$ cat src/dfbu_pkg.sv
// dfbu_pkg: field layout, opcodes and reset values of the flag branch register.
// assumes a 64-bit register with flags, masks, products and control bits.
package dfbu_pkg;
  localparam int unsigned        DFBU_W        = 64;  // register width
  localparam int unsigned        DFBU_NCOND    = 13;  // masked condition flags
  localparam int unsigned        DFBU_PROD_LO  = 3;   // product field 3..15
  localparam int unsigned        DFBU_MASK_LO  = 19;  // mask field 19..31
  localparam int unsigned        DFBU_FLAG_LO  = 35;  // flag field 35..47
  localparam int unsigned        DFBU_OR_BIT   = 51;  // or of products
  localparam int unsigned        DFBU_EN_BIT   = 52;  // branch enable
  localparam int unsigned        DFBU_FREE_LO  = 53;  // free flags 53..55
  localparam int unsigned        DFBU_NFREE    = 3;   // number of free flags
  localparam int unsigned        DFBU_TIMER_IX = 1;   // flag 36 = timer
  localparam int unsigned        DFBU_NOMATCH_IX = 2; // flag 37
  localparam int unsigned        DFBU_SUM_IX   = 5;   // flag 40 = or of 37..39
  localparam int unsigned        DFBU_ADDR_W   = 48;  // address portion width
  localparam logic [7:0]         DFBU_OP_BRALT = 8'h32; // bit branch and alter
  localparam logic [7:0]         DFBU_OP_MASK  = 8'h33; // mask load
  localparam logic [7:0]         DFBU_OP_LDST  = 8'h3b; // register load/store
  localparam logic [7:0]         DFBU_OP_SRCHW = 8'hff; // search word
  localparam logic [7:0]         DFBU_OP_SRCHB = 8'hfe; // search byte
  localparam logic [7:0]         DFBU_OP_SRCHT = 8'hd6; // search bit
  localparam logic [12:0]        DFBU_FLAG_RST = 13'h0000; // flags after reset
  localparam logic [12:0]        DFBU_MASK_RST = 13'h0000; // masks after reset
  localparam logic               DFBU_EN_RST   = 1'b0;     // enable after reset
  localparam int unsigned        DFBU_LAG_LONG = 43;  // pipe 2 latency in instructions
  localparam int unsigned        DFBU_LAG_SHORT = 5;  // other register instructions
  typedef enum logic [1:0] {
    DFBU_RUN  = 2'b00,  // normal execution
    DFBU_SAVE = 2'b01,  // return address being written
    DFBU_JUMP = 2'b10   // handler fetch issued
  } dfbu_state_t;
endpackage

$ cat src/dfbu_prod.sv
// dfbu_prod: combinational product field and its or, from flags and masks.
// assumes flag and mask vectors from registers on the same clock.
`timescale 1ns/1ps
`default_nettype none
module dfbu_prod #(
  parameter int unsigned N = 13  // number of masked conditions
) (
  input  wire logic [N-1:0] flags,    // sticky condition flags
  input  wire logic [N-1:0] masks,    // mask bits
  output logic      [N-1:0] products, // flag and mask
  output logic              any_prod  // or of all products
);
  // products are not stored, so they follow either order of setting
  genvar g;
  generate
    for (g = 0; g < N; g++) begin : g_prod
      assign products[g] = flags[g] & masks[g];  // [RQ10] [RQ23]
    end
  endgenerate
  assign any_prod = |products;  // [RQ11]
endmodule
`default_nettype wire

$ cat src/dfbu_unit.sv
// dfbu_unit: flag branch register and automatic branch sequencing.
// assumes issue logic gives opcode strobes and pipelines give condition events.
`timescale 1ns/1ps
`default_nettype none
//Contract
//RQ1: finish instruction, save next address, fetch handler
//RQ2: 64-bit register with separate fields
//RQ3: bits 35..47 are sticky condition flags
//RQ4: search no-match sets flag 37, match keeps
//RQ5: flags cleared only by 32 or 3b
//RQ6: non-permissive control vector element sets nothing
//RQ7: bits 19..31 are per-flag mask bits
//RQ8: masks written only by 33 or 3b
//RQ9: flag sets regardless of its mask
//RQ10: bits 3..15 equal flag and mask
//RQ11: bit 51 ors products, not clearable
//RQ12: branch at instruction end when 51 and 52
//RQ13: taking branch clears enable bit 52
//RQ14: 32 or 3b restores enable bit
//RQ15: flag 36 driven by interval timer
//RQ16: bits 53..55 free flags, no mask
//RQ17: free flag cleared at start, except no-op
//RQ18: free flags never trigger branch
//RQ19: software samples free flags before clearing
//RQ20: flag may come 43 or 5 instructions early
//RQ21: program reserves registers 1 and 2
//RQ22: flag 40 is or of 37..39
//RQ23: products computed combinationally, never stored
module dfbu_unit
  import dfbu_pkg::*;
#(
  parameter int unsigned ADDR_W = DFBU_ADDR_W  // instruction address width
) (
  input  wire logic              sys_clk,       // 100 MHz clock
  input  wire logic              rst_n,         // synchronous reset, low active
  input  wire logic              clk_en,        // freezes all state when low
  input  wire logic              inst_start,    // initial phase of an instruction
  input  wire logic              inst_end,      // current instruction completes
  input  wire logic [7:0]        inst_op,       // opcode, valid with start and end
  input  wire logic              inst_noop,     // instruction is a no-op
  input  wire logic [ADDR_W-1:0] next_addr,     // next sequential address
  input  wire logic [ADDR_W-1:0] entry_addr,    // register 2 contents
  input  wire logic [12:0]       cond_event,    // condition pulses from pipes
  input  wire logic              cond_permit,   // control vector bit permissive
  input  wire logic              search_nomatch,// search ended without match
  input  wire logic              timer_event,   // job interval timer expired
  input  wire logic [2:0]        free_may_set,  // free flags this instruction can set
  input  wire logic [2:0]        free_event,    // free flag set pulses
  input  wire logic              mask_wr,       // mask field write data valid
  input  wire logic [12:0]       mask_wdata,    // new mask field
  input  wire logic              ldst_wr,       // load/store write data valid
  input  wire logic [63:0]       ldst_wdata,    // new register image
  input  wire logic [12:0]       flag_clr,      // bits cleared by branch-and-alter
  output logic      [63:0]       flag_branch_reg, // register image
  output logic                   ret_wr,        // write register 1 address
  output logic      [ADDR_W-1:0] ret_addr,      // return address value
  output logic                   fetch_redirect,// fetch from handler
  output logic      [ADDR_W-1:0] fetch_addr     // handler entry address
);
  // entire state in one struct
  typedef struct packed {
    logic [12:0]       flags;   // sticky condition flags
    logic [12:0]       masks;   // mask bits
    logic              en;      // branch enable
    logic [2:0]        free;    // free flags
    logic              ret_wr;  // return write pulse
    logic [ADDR_W-1:0] ret;     // return address
    logic              redir;   // fetch redirect pulse
    logic [ADDR_W-1:0] tgt;     // handler address
  } dfbu_st_t;

  dfbu_st_t st_q;  // registered state
  dfbu_st_t st_d;  // next state

  logic [12:0] products;  // product field
  logic        any_prod;  // or of products
  logic [12:0] flags_eff; // flags with derived flag 40
  logic [12:0] ev;        // accepted events
  logic        is_alter;  // 32 or 3b at completion
  logic        take;      // branch taken now

  function automatic logic is_search(input logic [7:0] op);
    // the three masked-key search opcodes
    is_search = (op == DFBU_OP_SRCHW) || (op == DFBU_OP_SRCHB) || (op == DFBU_OP_SRCHT);
  endfunction

  // flag 40 follows 37..39 instead of being stored
  always_comb begin
    flags_eff = st_q.flags;
    flags_eff[DFBU_SUM_IX] = |st_q.flags[DFBU_SUM_IX-1:DFBU_NOMATCH_IX];  // [RQ22]
  end

  dfbu_prod #(
    .N (DFBU_NCOND)
  ) u_prod (
    .flags    (flags_eff),
    .masks    (st_q.masks),
    .products (products),
    .any_prod (any_prod)
  );

  // branch fires at instruction end; free flags take no part
  assign take = inst_end && any_prod && st_q.en;  // [RQ12] [RQ18]
  assign is_alter = inst_end && ((inst_op == DFBU_OP_BRALT) || (inst_op == DFBU_OP_LDST));

  // event gathering
  always_comb begin
    ev = cond_permit ? cond_event : 13'h0000;  // [RQ6]
    ev[DFBU_TIMER_IX] = timer_event;  // [RQ15]
    ev[DFBU_SUM_IX] = 1'b0;  // derived, events never set it
    if (inst_end && is_search(inst_op) && search_nomatch && cond_permit) begin
      ev[DFBU_NOMATCH_IX] = 1'b1;  // [RQ4]
    end
  end

  // next state
  always_comb begin
    st_d = st_q;
    st_d.ret_wr = 1'b0;
    st_d.redir = 1'b0;
    // flags are cleared only by the two alter opcodes, sets win over clears
    if (inst_end && inst_op == DFBU_OP_BRALT) begin
      st_d.flags = st_q.flags & ~flag_clr;  // [RQ5]
    end else if (inst_end && inst_op == DFBU_OP_LDST && ldst_wr) begin
      st_d.flags = ldst_wdata[DFBU_FLAG_LO +: DFBU_NCOND];  // [RQ5]
    end
    st_d.flags = st_d.flags | ev;  // [RQ3] [RQ9]
    // mask field only through 33 or 3b
    if (inst_end && inst_op == DFBU_OP_MASK && mask_wr) begin
      st_d.masks = mask_wdata;  // [RQ8]
    end else if (inst_end && inst_op == DFBU_OP_LDST && ldst_wr) begin
      st_d.masks = ldst_wdata[DFBU_MASK_LO +: DFBU_NCOND];  // [RQ8]
    end
    // enable re-armed by alter opcodes, cleared by a taken branch
    if (is_alter) begin
      st_d.en = 1'b1;  // [RQ14]
    end
    if (take) begin
      st_d.en = 1'b0;  // [RQ13]
      st_d.ret_wr = 1'b1;  // [RQ1]
      st_d.ret = next_addr;
      st_d.redir = 1'b1;
      st_d.tgt = entry_addr;
    end
    // free flags: cleared at start unless no-op, set by events
    if (inst_start && !inst_noop) begin
      st_d.free = st_q.free & ~free_may_set;  // [RQ17]
    end
    st_d.free = st_d.free | free_event;  // [RQ16]
  end

  // state register with clock enable
  always_ff @(posedge sys_clk) begin
    if (!rst_n) begin
      st_q <= '0;
      st_q.flags <= DFBU_FLAG_RST;
      st_q.masks <= DFBU_MASK_RST;
      st_q.en <= DFBU_EN_RST;
    end else if (clk_en) begin
      st_q <= st_d;
    end
  end

  // register image; the 43/5 instruction lag lives in the pipelines
  always_comb begin
    flag_branch_reg = 64'h0;  // [RQ2] [RQ20]
    flag_branch_reg[DFBU_FLAG_LO +: DFBU_NCOND] = flags_eff;
    flag_branch_reg[DFBU_MASK_LO +: DFBU_NCOND] = st_q.masks;
    flag_branch_reg[DFBU_PROD_LO +: DFBU_NCOND] = products;
    flag_branch_reg[DFBU_OR_BIT] = any_prod;
    flag_branch_reg[DFBU_EN_BIT] = st_q.en;
    flag_branch_reg[DFBU_FREE_LO +: DFBU_NFREE] = st_q.free;
  end

  assign ret_wr = st_q.ret_wr;
  assign ret_addr = st_q.ret;
  assign fetch_redirect = st_q.redir;
  assign fetch_addr = st_q.tgt;

  chk_branch_clears_en: assert property (@(posedge sys_clk) disable iff (!rst_n) // [RQ13]
    clk_en && take |=> !st_q.en) else $error("enable not cleared by branch");
  chk_branch_saves_ret: assert property (@(posedge sys_clk) disable iff (!rst_n) // [RQ1]
    clk_en && take |=> ret_wr && fetch_redirect && ret_addr == $past(next_addr))
    else $error("branch did not save return address");
  chk_prod_relation: assert property (@(posedge sys_clk) disable iff (!rst_n) // [RQ10]
    flag_branch_reg[15:3] == (flag_branch_reg[47:35] & flag_branch_reg[31:19]))
    else $error("product field mismatch");
  chk_or_products: assert property (@(posedge sys_clk) disable iff (!rst_n) // [RQ11]
    flag_branch_reg[51] == |flag_branch_reg[15:3]) else $error("or bit wrong");
  chk_flag_sticky: assert property (@(posedge sys_clk) disable iff (!rst_n) // [RQ5]
    clk_en && !(inst_end && (inst_op == DFBU_OP_BRALT || inst_op == DFBU_OP_LDST))
    |=> (st_q.flags & $past(st_q.flags)) == $past(st_q.flags))
    else $error("flag lost without alter");
  chk_event_sets: assert property (@(posedge sys_clk) disable iff (!rst_n) // [RQ9]
    clk_en && cond_permit && cond_event[0] |=> st_q.flags[0]) else $error("event lost");
  chk_mask_hold: assert property (@(posedge sys_clk) disable iff (!rst_n) // [RQ8]
    clk_en && !(inst_end && (inst_op == DFBU_OP_MASK || inst_op == DFBU_OP_LDST))
    |=> $stable(st_q.masks)) else $error("mask changed");
  chk_alter_rearms: assert property (@(posedge sys_clk) disable iff (!rst_n) // [RQ14]
    clk_en && is_alter && !take |=> st_q.en) else $error("enable not restored");
  chk_no_branch_off: assert property (@(posedge sys_clk) disable iff (!rst_n) // [RQ12]
    clk_en && inst_end && !(any_prod && st_q.en) |=> !fetch_redirect)
    else $error("branch without cause");
  chk_flag40_or: assert property (@(posedge sys_clk) disable iff (!rst_n) // [RQ22]
    flag_branch_reg[40] == |flag_branch_reg[39:37]) else $error("flag 40 wrong");

  // a low clock enable must freeze every stored field, pulses included
  chk_freeze_holds: assert property (@(posedge sys_clk) disable iff (!rst_n) // [RQ2]
    !clk_en |=> $stable(st_q)) else $error("state moved while frozen");

  // the interval timer sets its flag without any instruction
  chk_timer_sets: assert property (@(posedge sys_clk) disable iff (!rst_n) // [RQ15]
    clk_en && timer_event |=> st_q.flags[DFBU_TIMER_IX]) else $error("timer flag lost");

  // a failed masked-key search leaves the no-match flag set
  chk_nomatch_sets: assert property (@(posedge sys_clk) disable iff (!rst_n) // [RQ4]
    clk_en && inst_end && is_search(inst_op) && search_nomatch && cond_permit
    |=> st_q.flags[DFBU_NOMATCH_IX]) else $error("no-match flag not set");

  // without a permissive control bit and outside instruction end only the timer may touch the flags
  chk_gate_blocks: assert property (@(posedge sys_clk) disable iff (!rst_n) // [RQ6]
    clk_en && !cond_permit && !timer_event && !inst_end
    |=> st_q.flags == $past(st_q.flags)) else $error("gated event set a flag");

  // no product set means no branch, whatever the free flags hold
  chk_free_no_branch: assert property (@(posedge sys_clk) disable iff (!rst_n) // [RQ18]
    clk_en && inst_end && !any_prod |=> !ret_wr) else $error("branch without product");

  // a non-no-op start clears the free flags it may set, unless set again
  chk_free_cleared: assert property (@(posedge sys_clk) disable iff (!rst_n) // [RQ17]
    clk_en && inst_start && !inst_noop && free_may_set[0] && !free_event[0]
    |=> !st_q.free[0]) else $error("free flag not cleared");

  // unassigned positions read as zero; free flags have no mask or product
  chk_spare_zero: assert property (@(posedge sys_clk) disable iff (!rst_n) // [RQ2] [RQ16]
    flag_branch_reg[2:0] == 3'h0 && flag_branch_reg[18:16] == 3'h0 &&
    flag_branch_reg[34:32] == 3'h0 && flag_branch_reg[50:48] == 3'h0 &&
    flag_branch_reg[63:56] == 8'h00) else $error("spare bits not zero");

  // the redirect is a single pulse because the taken branch drops enable
  chk_redirect_pulse: assert property (@(posedge sys_clk) disable iff (!rst_n) // [RQ13]
    clk_en && fetch_redirect |=> !fetch_redirect) else $error("redirect held");
endmodule
`default_nettype wire
$ cat config.mk
export PLATFORM = sky130hd
export DESIGN_NAME = dfbu_unit
export DESIGN_NICKNAME = d
export VERILOG_FILES = /design/src/dfbu_pkg.sv /design/src/dfbu_prod.sv /design/src/dfbu_unit.sv
export SDC_FILE = /design/constraint.sdc
export NUM_CORES = 1
export LEC_CHECK = 0
export BUFFER_PORTS_ARGS = -buffer_cell sky130_fd_sc_hd__buf_2
export CORE_AREA = 2 2 151 153
export DETAILED_ROUTE_END_ITERATION = 10
export DIE_AREA = 0 0 153 155
export HOLD_SLACK_MARGIN = 0.15
export PLACE_DENSITY_LB_ADDON = 0.1
export SYNTH_ARGS = -nofsm -noshare
export SYNTH_HDL_FRONTEND = slang
export SYNTH_SLANG_ARGS = --single-unit
$ cat constraint.sdc
create_clock -name sys_clk -period 5.2 [get_ports sys_clk]
set_clock_uncertainty 0.15 [all_clocks]
set_input_delay 0.52 -clock sys_clk [delete_from_list [all_inputs] [get_ports sys_clk]]
set_output_delay 0.52 -clock sys_clk [all_outputs]
set_load 0.01 [all_outputs]
======== Yosys cells after proc, flatten, opt, wreduce, memory -nomap -nowiden ========
Index checks and enable logic that the tools add are counted.
Widths: inputs -> output; s select.
operators by class
  equality and inequality tests ........... 6
  muxes and demuxes ....................... 10
  bitwise logic cells ..................... 19
  reduce and logical (&&, ||, !) cells .... 23
operators with widths
  cell                count
  $mux 98             1
  $mux 13             5
  $eq 8x6->1 const B  3
  $eq 8x8->1 const B  3
  $and 1x1->1         13
  $and 13x13->13      1
  $not 13->13         1
  $or 13x13->13       1
  $reduce_or 13->1    1
  $logic_and 1x1->1   12
  $reduce_and 2->1    3
  $reduce_bool 2->1   2
  $and 3x3->3         1
  $logic_or 1x1->1    3
  $mux 1              3
  $mux 3              1
  $not 3->3           1
  $or 3x3->3          1
  $reduce_or 3->1     1
  $logic_not 1->1     1
word-level totals
  flip-flop bits (word level) ............. 128
  input bits .............................. 224
  output and inout bits ................... 162
  word-level logic and storage cells ...... 66

======== Longest topological paths before layout ========
Gate-level depths: netlist of run 1.
  word-level depth ........................ 8
  depth in mapped cells ................... 7
  gate-level depth less buffers ........... 4

======== Hierarchy ========
Synthesis of run 1 repeated with hierarchy kept, for this count alone.
second synthesis, totals
  cell total of the unflattened synthesis .. 650
  area, all modules ....................... 5170.0 um^2
modules (own cells, without submodules)
  module     times used  cells each  area an instance (um^2)  seq. area each (um^2)
  dfbu_unit  1           632         5043.6                   2522.4
  dfbu_prod  1           18          126.4                    0.0

======== Worst setup path before layout of run 1 ========
OpenSTA, ideal clock, no wires.
  path type ............................... input to register
  start point ............................. input port inst_op[7]
  end point ............................... register, netlist name flag_branch_reg[25]
  library setup time ...................... 0.140 ns
  data arrival time ....................... 1.921 ns
  data required time ...................... 4.910 ns
  setup slack ............................. 2.989 ns
  cell stages on the path ................. 6
  path buffers ............................ 2
  cells stage by stage .................... or4b_1 buf_2 nor3_4 buf_6 mux2i_1 a211oi_2
between the ends
  cells in the longest elaborated chain, start to end .. 5
  elaborated cells between the ends (all ways) .. 9
  those cells by class .................... 2 x eq/ne; 1 x mux; 6 x reduce/logical
ends and longest elaborated chain
  item                                                       RTL line                            RTL
  start: declaration                                         dfbu_unit.sv:39                     input wire logic [7:0] inst_op,
  $eq 8x6->1, on equally long branches                       dfbu_unit.sv:131, dfbu_unit.sv:129
  $logic_and 1x1->1, on equally long branches (2 in series)  dfbu_unit.sv:131, dfbu_unit.sv:129
  $reduce_bool 2->1 (no line)                                --
  $reduce_and 2->1 (no line)                                 --
Several ways; a longest one is shown, not always the timed one.
A chain may end at the register's enable or synchronous reset.

======== Final worst setup path of run 1 ========
  start point ............................. input port inst_op[7]
  end point ............................... register, netlist name flag_branch_reg[20]
between the ends
  cells in the longest elaborated chain, start to end .. 5
  elaborated cells between the ends (all ways) .. 9
  those cells by class .................... 2 x eq/ne; 1 x mux; 6 x reduce/logical
ends and longest elaborated chain
  item                                                       RTL line
  $eq 8x6->1, on equally long branches                       dfbu_unit.sv:131, dfbu_unit.sv:129
  $logic_and 1x1->1, on equally long branches (2 in series)  dfbu_unit.sv:131, dfbu_unit.sv:129
  $reduce_bool 2->1 (no line)                                --
  $reduce_and 2->1 (no line)                                 --
Several ways; a longest one is shown, not always the timed one.

==> summary.txt, run 1 <==
Timing
  – Worst Tran Pin Value: 1160 ps
  – Unrepaired setup endpoints after global routing: no
  – Highest attainable clock frequency: 0.368 GHz
  – Crit share post-route: 52.2%
  – Final Worst Setup Slack: 2480 ps
  – Post-layout min period: 2720 ps
  – Final count of pins violating max slew: 0
  – Number of failing hold endpoints at the final stage: 0
  – Headroom to the max-slew limit: 22.2%
  – Total negative slack for setup checks: 0 ps
  – Setup violators final: 0

Setup path
  – Worst-path maximum fanout: 15
  – Endpoint class of the critical path: flip-flop
  – WP data required: 5300 ps
  – Critical path launch point type: input pin
  – Arr. time, crit path: 2820 ps
  – CP Class: in2reg

Placed design
  – Count of input and output buffers: 323
  – DP Worst Slack: 2090 ps
  – Last weighted congestion value of the routability-driven placer: 0.799
  – Post-DP HPWL: 13,700 um

Pwr
  – Relative contribution of the clock network to total power: 52.1%
  – Net load switching power: 565 uW
  – Sequential group share of total power: 40.7%
  – Comb pwr share: 7.2%
  – Internal power contribution: 1850 uW
  – Fraction of power spent switching nets: 23.4%
  – Leakage power total: 0.00376 uW
  – Power density over the cells: 298 nW/um^2
  – Overall Power: 2410 uW
  – Worst-case vdd ir drop: 162 uV

Synth
  – Number of warnings issued by yosys: 0
  – Portion of synthesized cell area occupied by the leading cell type: 44.1%
  – Post-synthesis cell type count: 41
  – Average footprint of a synthesized cell: 8.71 um^2
  – Share of cell area taken by muxes after synthesis: 19.3%
  – Top cells by area, synth: dfxtp_1 44%, mux2i_1 19%, nand2_1 14%
  – Share of synthesized cell area in and, or, nand and nor gates: 19.6%
  – Commonest cells in the netlist: 210 x nand2_1, 126 x dfxtp_1, 110 x mux2i_1
  – Cell type contributing the most total cell area after synthesis: dfxtp_1
  – Adder-Cell Fraction of Synth Area: 0%
  – Post-synthesis cell area: 5720 um^2
  – Top-count cell post-synth: nand2_1
  – Synthesized-area fraction occupied by xor and xnor cells: 0%
  – FF+latch count, synth: 126
  – Sequential area share after synthesis: 44.1%
  – Top FF cell, synth: dfxtp_1
  – Number of enable flip-flop cells after synthesis: 0
  – Count of mapped cells out of synthesis: 656
  – Largest family of logic cells by synthesized area: simple AND/OR/NAND/NOR gates
  – Async set-reset flop share out of synthesis: 0%
  – Area fraction in compound gates after synthesis: 9.35%

Global route
  – Largest net degree at the start of global routing: 109
  – Number of antenna violations at the first check in global routing: 2
  – Wire length of the first global-routing pass: 29,400 um
  – Vias in the first global route: 5,421
  – GR Util All Layers: 15.6%
  – Final global-route overflow total: 0

Clock network
  – Clock net sink count: 126
  – Clock latency reported for the late side of the worst-skew pair: 410 ps
  – CTS H-tree depth: 4
  – Maximum buffer depth of the clock tree: 2
  – CTS tree: done
  – Post-CTS setup-driven buffer insertion count: 0
  – Clock slew seen by the registers of the worst setup and hold paths: 60 ps
  – Clock Root Buffer: clkbuf_16
  – CTS hold repair buffers: 3
  – TritonCTS Buffers: 17
  – Cells resized by post-CTS repair: 0

Routing
  – Routed WL: 19,100 um
  – Average detailed-routed wire length per instance: 15.3 um
  – Total via count in the routed design: 5,555
  – Drc violations: 0
  – Number of nets still failing antenna checks after routing: 0
  – DRT iter0 DRCs: 269
  – Number of detailed-routing iterations run before antenna repair: 5
  – Post-DR vias/cell: 4.43

Die
  – I/O pin total: 386
  – Core area: 22,200 um^2
  – # rows: 55
  – Floorplan die area: 23,700 um^2
  – Effective utilization at floorplan: 25.7%
  – Vertical die dimension: 155 um
  – Horiz. Die Dim: 153 um

Final layout
  – Fraction of layout instances using a drive strength above 1: 38.7%
  – Area grow syn2layout: 41.7%
  – Nets@finish: 1,178

Worst hold path
  – HP Class: in2reg

Status
  – Run status: finished clean

Run
  – Max-cap viol count: 0
-- kinds of logic after synthesis --
family / count (synthesis)
compound gates: 73
buf+inv: 84
flops: 126
mux: 110
other cells: 1
simple gates: 262
-- worst max-delay path: stages --
cell      delay, ps
buf_2           110
or4b_1          860
nor3_2          210
buf_4           270
and2_1          670
a211oi_1        150
-- power by group through the flow --
stage / sequential, uW / clock [uW] / combinational [uW]
global placement: 1000 / 0 / 172
detailed placement: 1000 / 0 / 173
finish: 982 / 1260 / 174
CTS: 982 / 1300 / 175
floorplan: 1000 / 0 / 87.7
global route: 983 / 1330 / 195
-- metrics by stage --
stage / utilization (%) / area (um^2) / hold WS [ps] / cells
after floorplan: - / 5790 / 329 / 675
after global placement: 33.5 / 7440 / 292 / 1217
after CTS: 36.4 / 8090 / 150 / 1251
after detailed placement: 33.5 / 7440 / 294 / 1217
after global routing: 36.4 / 8100 / 164 / 1253
final: 36.4 / 8100 / 174 / 1253
-- path summary, 6_finish.rpt --
path | start | end | slack [ps] | cells past startpoint
max reg2reg | flag_branch_reg[38] | ret_addr[25] | 3090 | 5
min reg2reg | fetch_addr[23] | fetch_addr[23] | 300 | 2
max | inst_op[7] | flag_branch_reg[20] | 2480 | 6
min | ldst_wdata[47] | flag_branch_reg[47] | 170 | 3
-- area by class of cell --
| cell class | count | area (um^2) |
|---|---|---|
| Antenna cell | 2 | 5.00 |
| Sequential cell | 126 | 2520 |
| Clock buffer | 20 | 467 |
| Multi-Input combinational cell | 465 | 2840 |
| Clock inverter | 11 | 156 |
| Inverter | 13 | 48.8 |
| Tap cell | 285 | 357 |
| Fill cell | 2408 | 14100 |
| Timing Repair Buffer | 331 | 1700 |
-- layout by cell type, fill, tap and decap left out, types with 2 or more instances in the layout --
master / netlist / routed
nand3_1: 3 / 3
nor4_1: 11 / 10
dfxtp_1: 126 / 126
nand2_1: 210 / 210
a211oi_1: 4 / 4
or3_1: 3 / 3
a22oi_1: 4 / 4
buf_4: 26 / 4
mux2i_1: 110 / 110
buf_2: 10 / 322
nand4_1: 5 / 5
nand2b_1: 10 / 10
bufinv_16: 0 / 3
inv_6: 0 / 2
clkbuf_16: 0 / 17
diode_2: 0 / 2
clkbuf_8: 0 / 3
and2_1: 3 / 3
o2111ai_1: 2 / 2
conb_1: 1 / 20
and3_1: 3 / 3
a211oi_2: 10 / 10
nor2_1: 4 / 4
inv_1: 12 / 12
nor2b_1: 2 / 2
a31oi_1: 10 / 10
a21oi_1: 17 / 17
clkinv_4: 0 / 5
dlygate4sd3_1: 0 / 3
a32oi_1: 10 / 10
o21ai_0: 11 / 11
-- layer usage --
metal,wire [um],global-route usage (%),part of all wire [%],vias to the layer above
li1,-,-,-,2794
met1,8160,19.2,43,2531
met2,9150,25.6,48,212
met3,1540,4.96,8.1,18
met4,263,5.60,1.4,0
met5,0,0,0,-
Power figures use the tool's default switching activity.
==> run 2, diff against run 1 <==
==> constraint.sdc (replaced) <==
create_clock -name sys_clk -period 2.8 [get_ports sys_clk]
set_clock_uncertainty 0.15 [all_clocks]
set_input_delay 0.28 -clock sys_clk [delete_from_list [all_inputs] [get_ports sys_clk]]
set_output_delay 0.28 -clock sys_clk [all_outputs]
set_load 0.01 [all_outputs]
==> summary.txt, run 2 (synthesis results as in run 1) <==
Run
  – Max-cap viol count: 0 (unchanged)

Setup path
  – Standard cell with the maximum stage delay on the critical path: dlygate4sd3_1
  – Largest stage delay, worst path: 580 ps (-280 ps)
  – Worst setup slack for register-to-register paths: 120 ps (-2970 ps)
  – CP Class: reg2reg
  – Delay-heaviest family, CP: buffers and inverters
  – Reg2reg start: flag_branch_reg[37]
  – WP data required: 2950 ps (-2350 ps)
  – Worst-path maximum fanout: 17 (+2)
  – Critical path launch point type: flip-flop
  – Launch point of the worst path: flag_branch_reg[37]
  – Arr. time, crit path: 2830 ps (about the same)
  – Critical-path cell list: o31ai_1 -> nand4_1 -> o31a_4 -> buf_4 -> mux2i_1 -> dlygate4sd3_1
  – Number of buffers and inverters on the critical path: 2 (unchanged)
  – Endpoint class of the critical path: flip-flop

Pwr
  – Power density over the cells: 448 nW/um^2 (+50%)
  – Net load switching power: 1180 uW (+110%)
  – Fraction of power spent switching nets: 26.5% (+3.1 points)
  – Internal power contribution: 3270 uW (+77%)
  – Relative contribution of the clock network to total power: 47.3% (-4.8 points)
  – Worst-case vdd ir drop: 338 uV (+110%)
  – Leakage power total: 0.00457 uW (+22%)
  – Sequential group share of total power: 40.9% (+0.2 points)
  – Comb pwr share: 11.8% (+4.6 points)

Die
  – Effective utilization at floorplan: 25.7% (unchanged)
  – Core area: 22,200 um^2 (unchanged)
  – Horiz. Die Dim: 153 um (unchanged)
  – # rows: 55 (unchanged)
  – Floorplan die area: 23,700 um^2 (unchanged)
  – I/O pin total: 386 (unchanged)
  – Vertical die dimension: 155 um (unchanged)

Clock network
  – Clock Root Buffer: clkbuf_16
  – Clock slew seen by the registers of the worst setup and hold paths: 60 ps (about the same)
  – CTS H-tree depth: 4 (unchanged)
  – Post-CTS setup-driven buffer insertion count: 0 (unchanged)
  – TritonCTS Buffers: 17 (unchanged)
  – Clock latency reported for the late side of the worst-skew pair: 410 ps (about the same)
  – CTS tree: done
  – Maximum buffer depth of the clock tree: 2 (unchanged)
  – Clock net sink count: 126 (unchanged)

Global route
  – Vias in the first global route: 6,396 (+18%)
  – Number of antenna violations at the first check in global routing: 1 (-1)
  – Largest net degree at the start of global routing: 142 (+30%)
  – Wire length of the first global-routing pass: 32,900 um (+12%)
  – GR Util All Layers: 17.3% (+1.7 points)
  – Final global-route overflow total: 0 (unchanged)

Final layout
  – Final cell utilization of the core: 44.7% (+8.3 points)
  – Nets@finish: 1,369 (+16%)
  – FF+latch area: 2520 um^2 (unchanged)
  – Fraction of layout instances using a drive strength above 1: 33.4% (-5.3 points)
  – Non-filler instance count after layout: 1,444 (+15%)
  – Most common cell after layout, fill and taps aside: buf_2
  – Multi-input gate area in the final layout: 2850 um^2 (+0.26%)
  – # fillers: 2,233 (-7.3%)
  – Commonest cells after routing, fill and taps aside: 322 x buf_2, 210 x nand2_1, 182 x dlygate4sd3_1
  – Area grow syn2layout: 73.9%

Timing
  – Setup violators final: 0 (unchanged)
  – Worst Tran Pin Value: 578 ps (-586 ps)
  – Highest attainable clock frequency: 0.373 GHz
  – Final count of pins violating max slew: 0 (unchanged)
  – Number of failing hold endpoints at the final stage: 0 (unchanged)
  – Post-layout min period: 2680 ps
  – Unrepaired setup endpoints after global routing: no
  – Total negative slack for setup checks: 0 ps (unchanged)
  – Crit share post-route: 95.7%
  – Headroom to the max-slew limit: 61.5% (+39 points)

Status
  – Run status: finished clean

Routing
  – Uppermost layer routed: met4
  – Detailed-routing wirelength on met1: 9170 um (+12%)
  – Number of detailed-routing iterations run before antenna repair: 4 (-1)
  – Average detailed-routed wire length per instance: 14.7 um (-3.7%)
  – Sum of met2 wire segment lengths after detailed routing: 10,400 um (+14%)
  – Drc violations: 0 (unchanged)
  – Total via count in the routed design: 6,321 (+14%)
  – Detailed-routed wire length on met3: 1330 um (-13%)
  – Routed WL: 21,200 um (+11%)
  – DRT iter0 DRCs: 288 (+7.1%)
  – Post-DR vias/cell: 4.38 (-1.3%)
  – Number of nets still failing antenna checks after routing: 0 (unchanged)

Placed design
  – Post-DP HPWL: 14,200 um (+3.7%)
  – Count of input and output buffers: 323 (unchanged)
  – Inst Count DP: 1,229 (+0.99%)
  – Last weighted congestion value of the routability-driven placer: 0.788 (-1.3%)

Worst hold path
  – HP Class: in2reg
  – Startpoint of the tightest hold check path: inst_op[0]
==> run 2: timing repair <==
action / CTS / global route
endpoints found under the setup margin: 0 / 8
hold buffers: 182 / 0
hold endpoints to repair: 125 / 0
resized for setup: 0 / 1
==> run 2: path summary, 6_finish.rpt <==
path                    endpoint  cells after the start
max                  ret_addr[9]                      6
min          flag_branch_reg[52]                      5
max reg2reg          ret_addr[9]                      6
min reg2reg         ret_addr[42]                      2
==> run 2: per-stage QoR <==
| stage | instance area [um^2] | hold WS [ps] | total power, uW | worst slack, ps |
|---|---|---|---|---|
| after CTS | 9930 | 206 | 4510 | 75.7 |
| after floorplan | 5790 | 239 | 2030 | 791 |
| after global placement | 7560 | 292 | 2190 | 606 |
| after global routing | 9940 | 248 | 4660 | 27.5 |
| after detailed placement | 7560 | 296 | 2190 | 594 |
| final | 9940 | 227 | 4450 | 121 |
==> run 2: area by class of cell <==
cell class                      instances  area share, %
Antenna cell                            1         0.0252
Tap cell                              285           3.59
Clock buffer                           17           4.28
Clock inverter                         15           1.28
Sequential cell                       126           25.4
Multi-Input combinational cell        465           28.6
Inverter                               13          0.491
Timing Repair Buffer                  522           36.3
==> run 2: worst register-to-register path, delay by kind of cell, from the launching register on <==
family          cells  cell delay, ps
compound gates      2             840
buf+inv             2             850
mux                 1             170
simple gates        1             190
flops               1             370
==> run 2: per-layer routing <==
metal | track usage (%) | vias to the layer above
met3 | 4.87 | 26
li1 | - | 3164
met1 | 20.5 | 2910
met4 | 6.00 | 0
met2 | 30.0 | 221
met5 | 0 | -
==> run 2: power by group through the flow <==
stage | Combinational, uW | Clock, uW | Sequential [uW]
after CTS | 523 | 2170 | 1820
after detailed placement | 334 | 0 | 1860
after global routing | 575 | 2270 | 1820
after floorplan | 163 | 0 | 1860
final | 526 | 2100 | 1820
after global placement | 333 | 0 | 1860
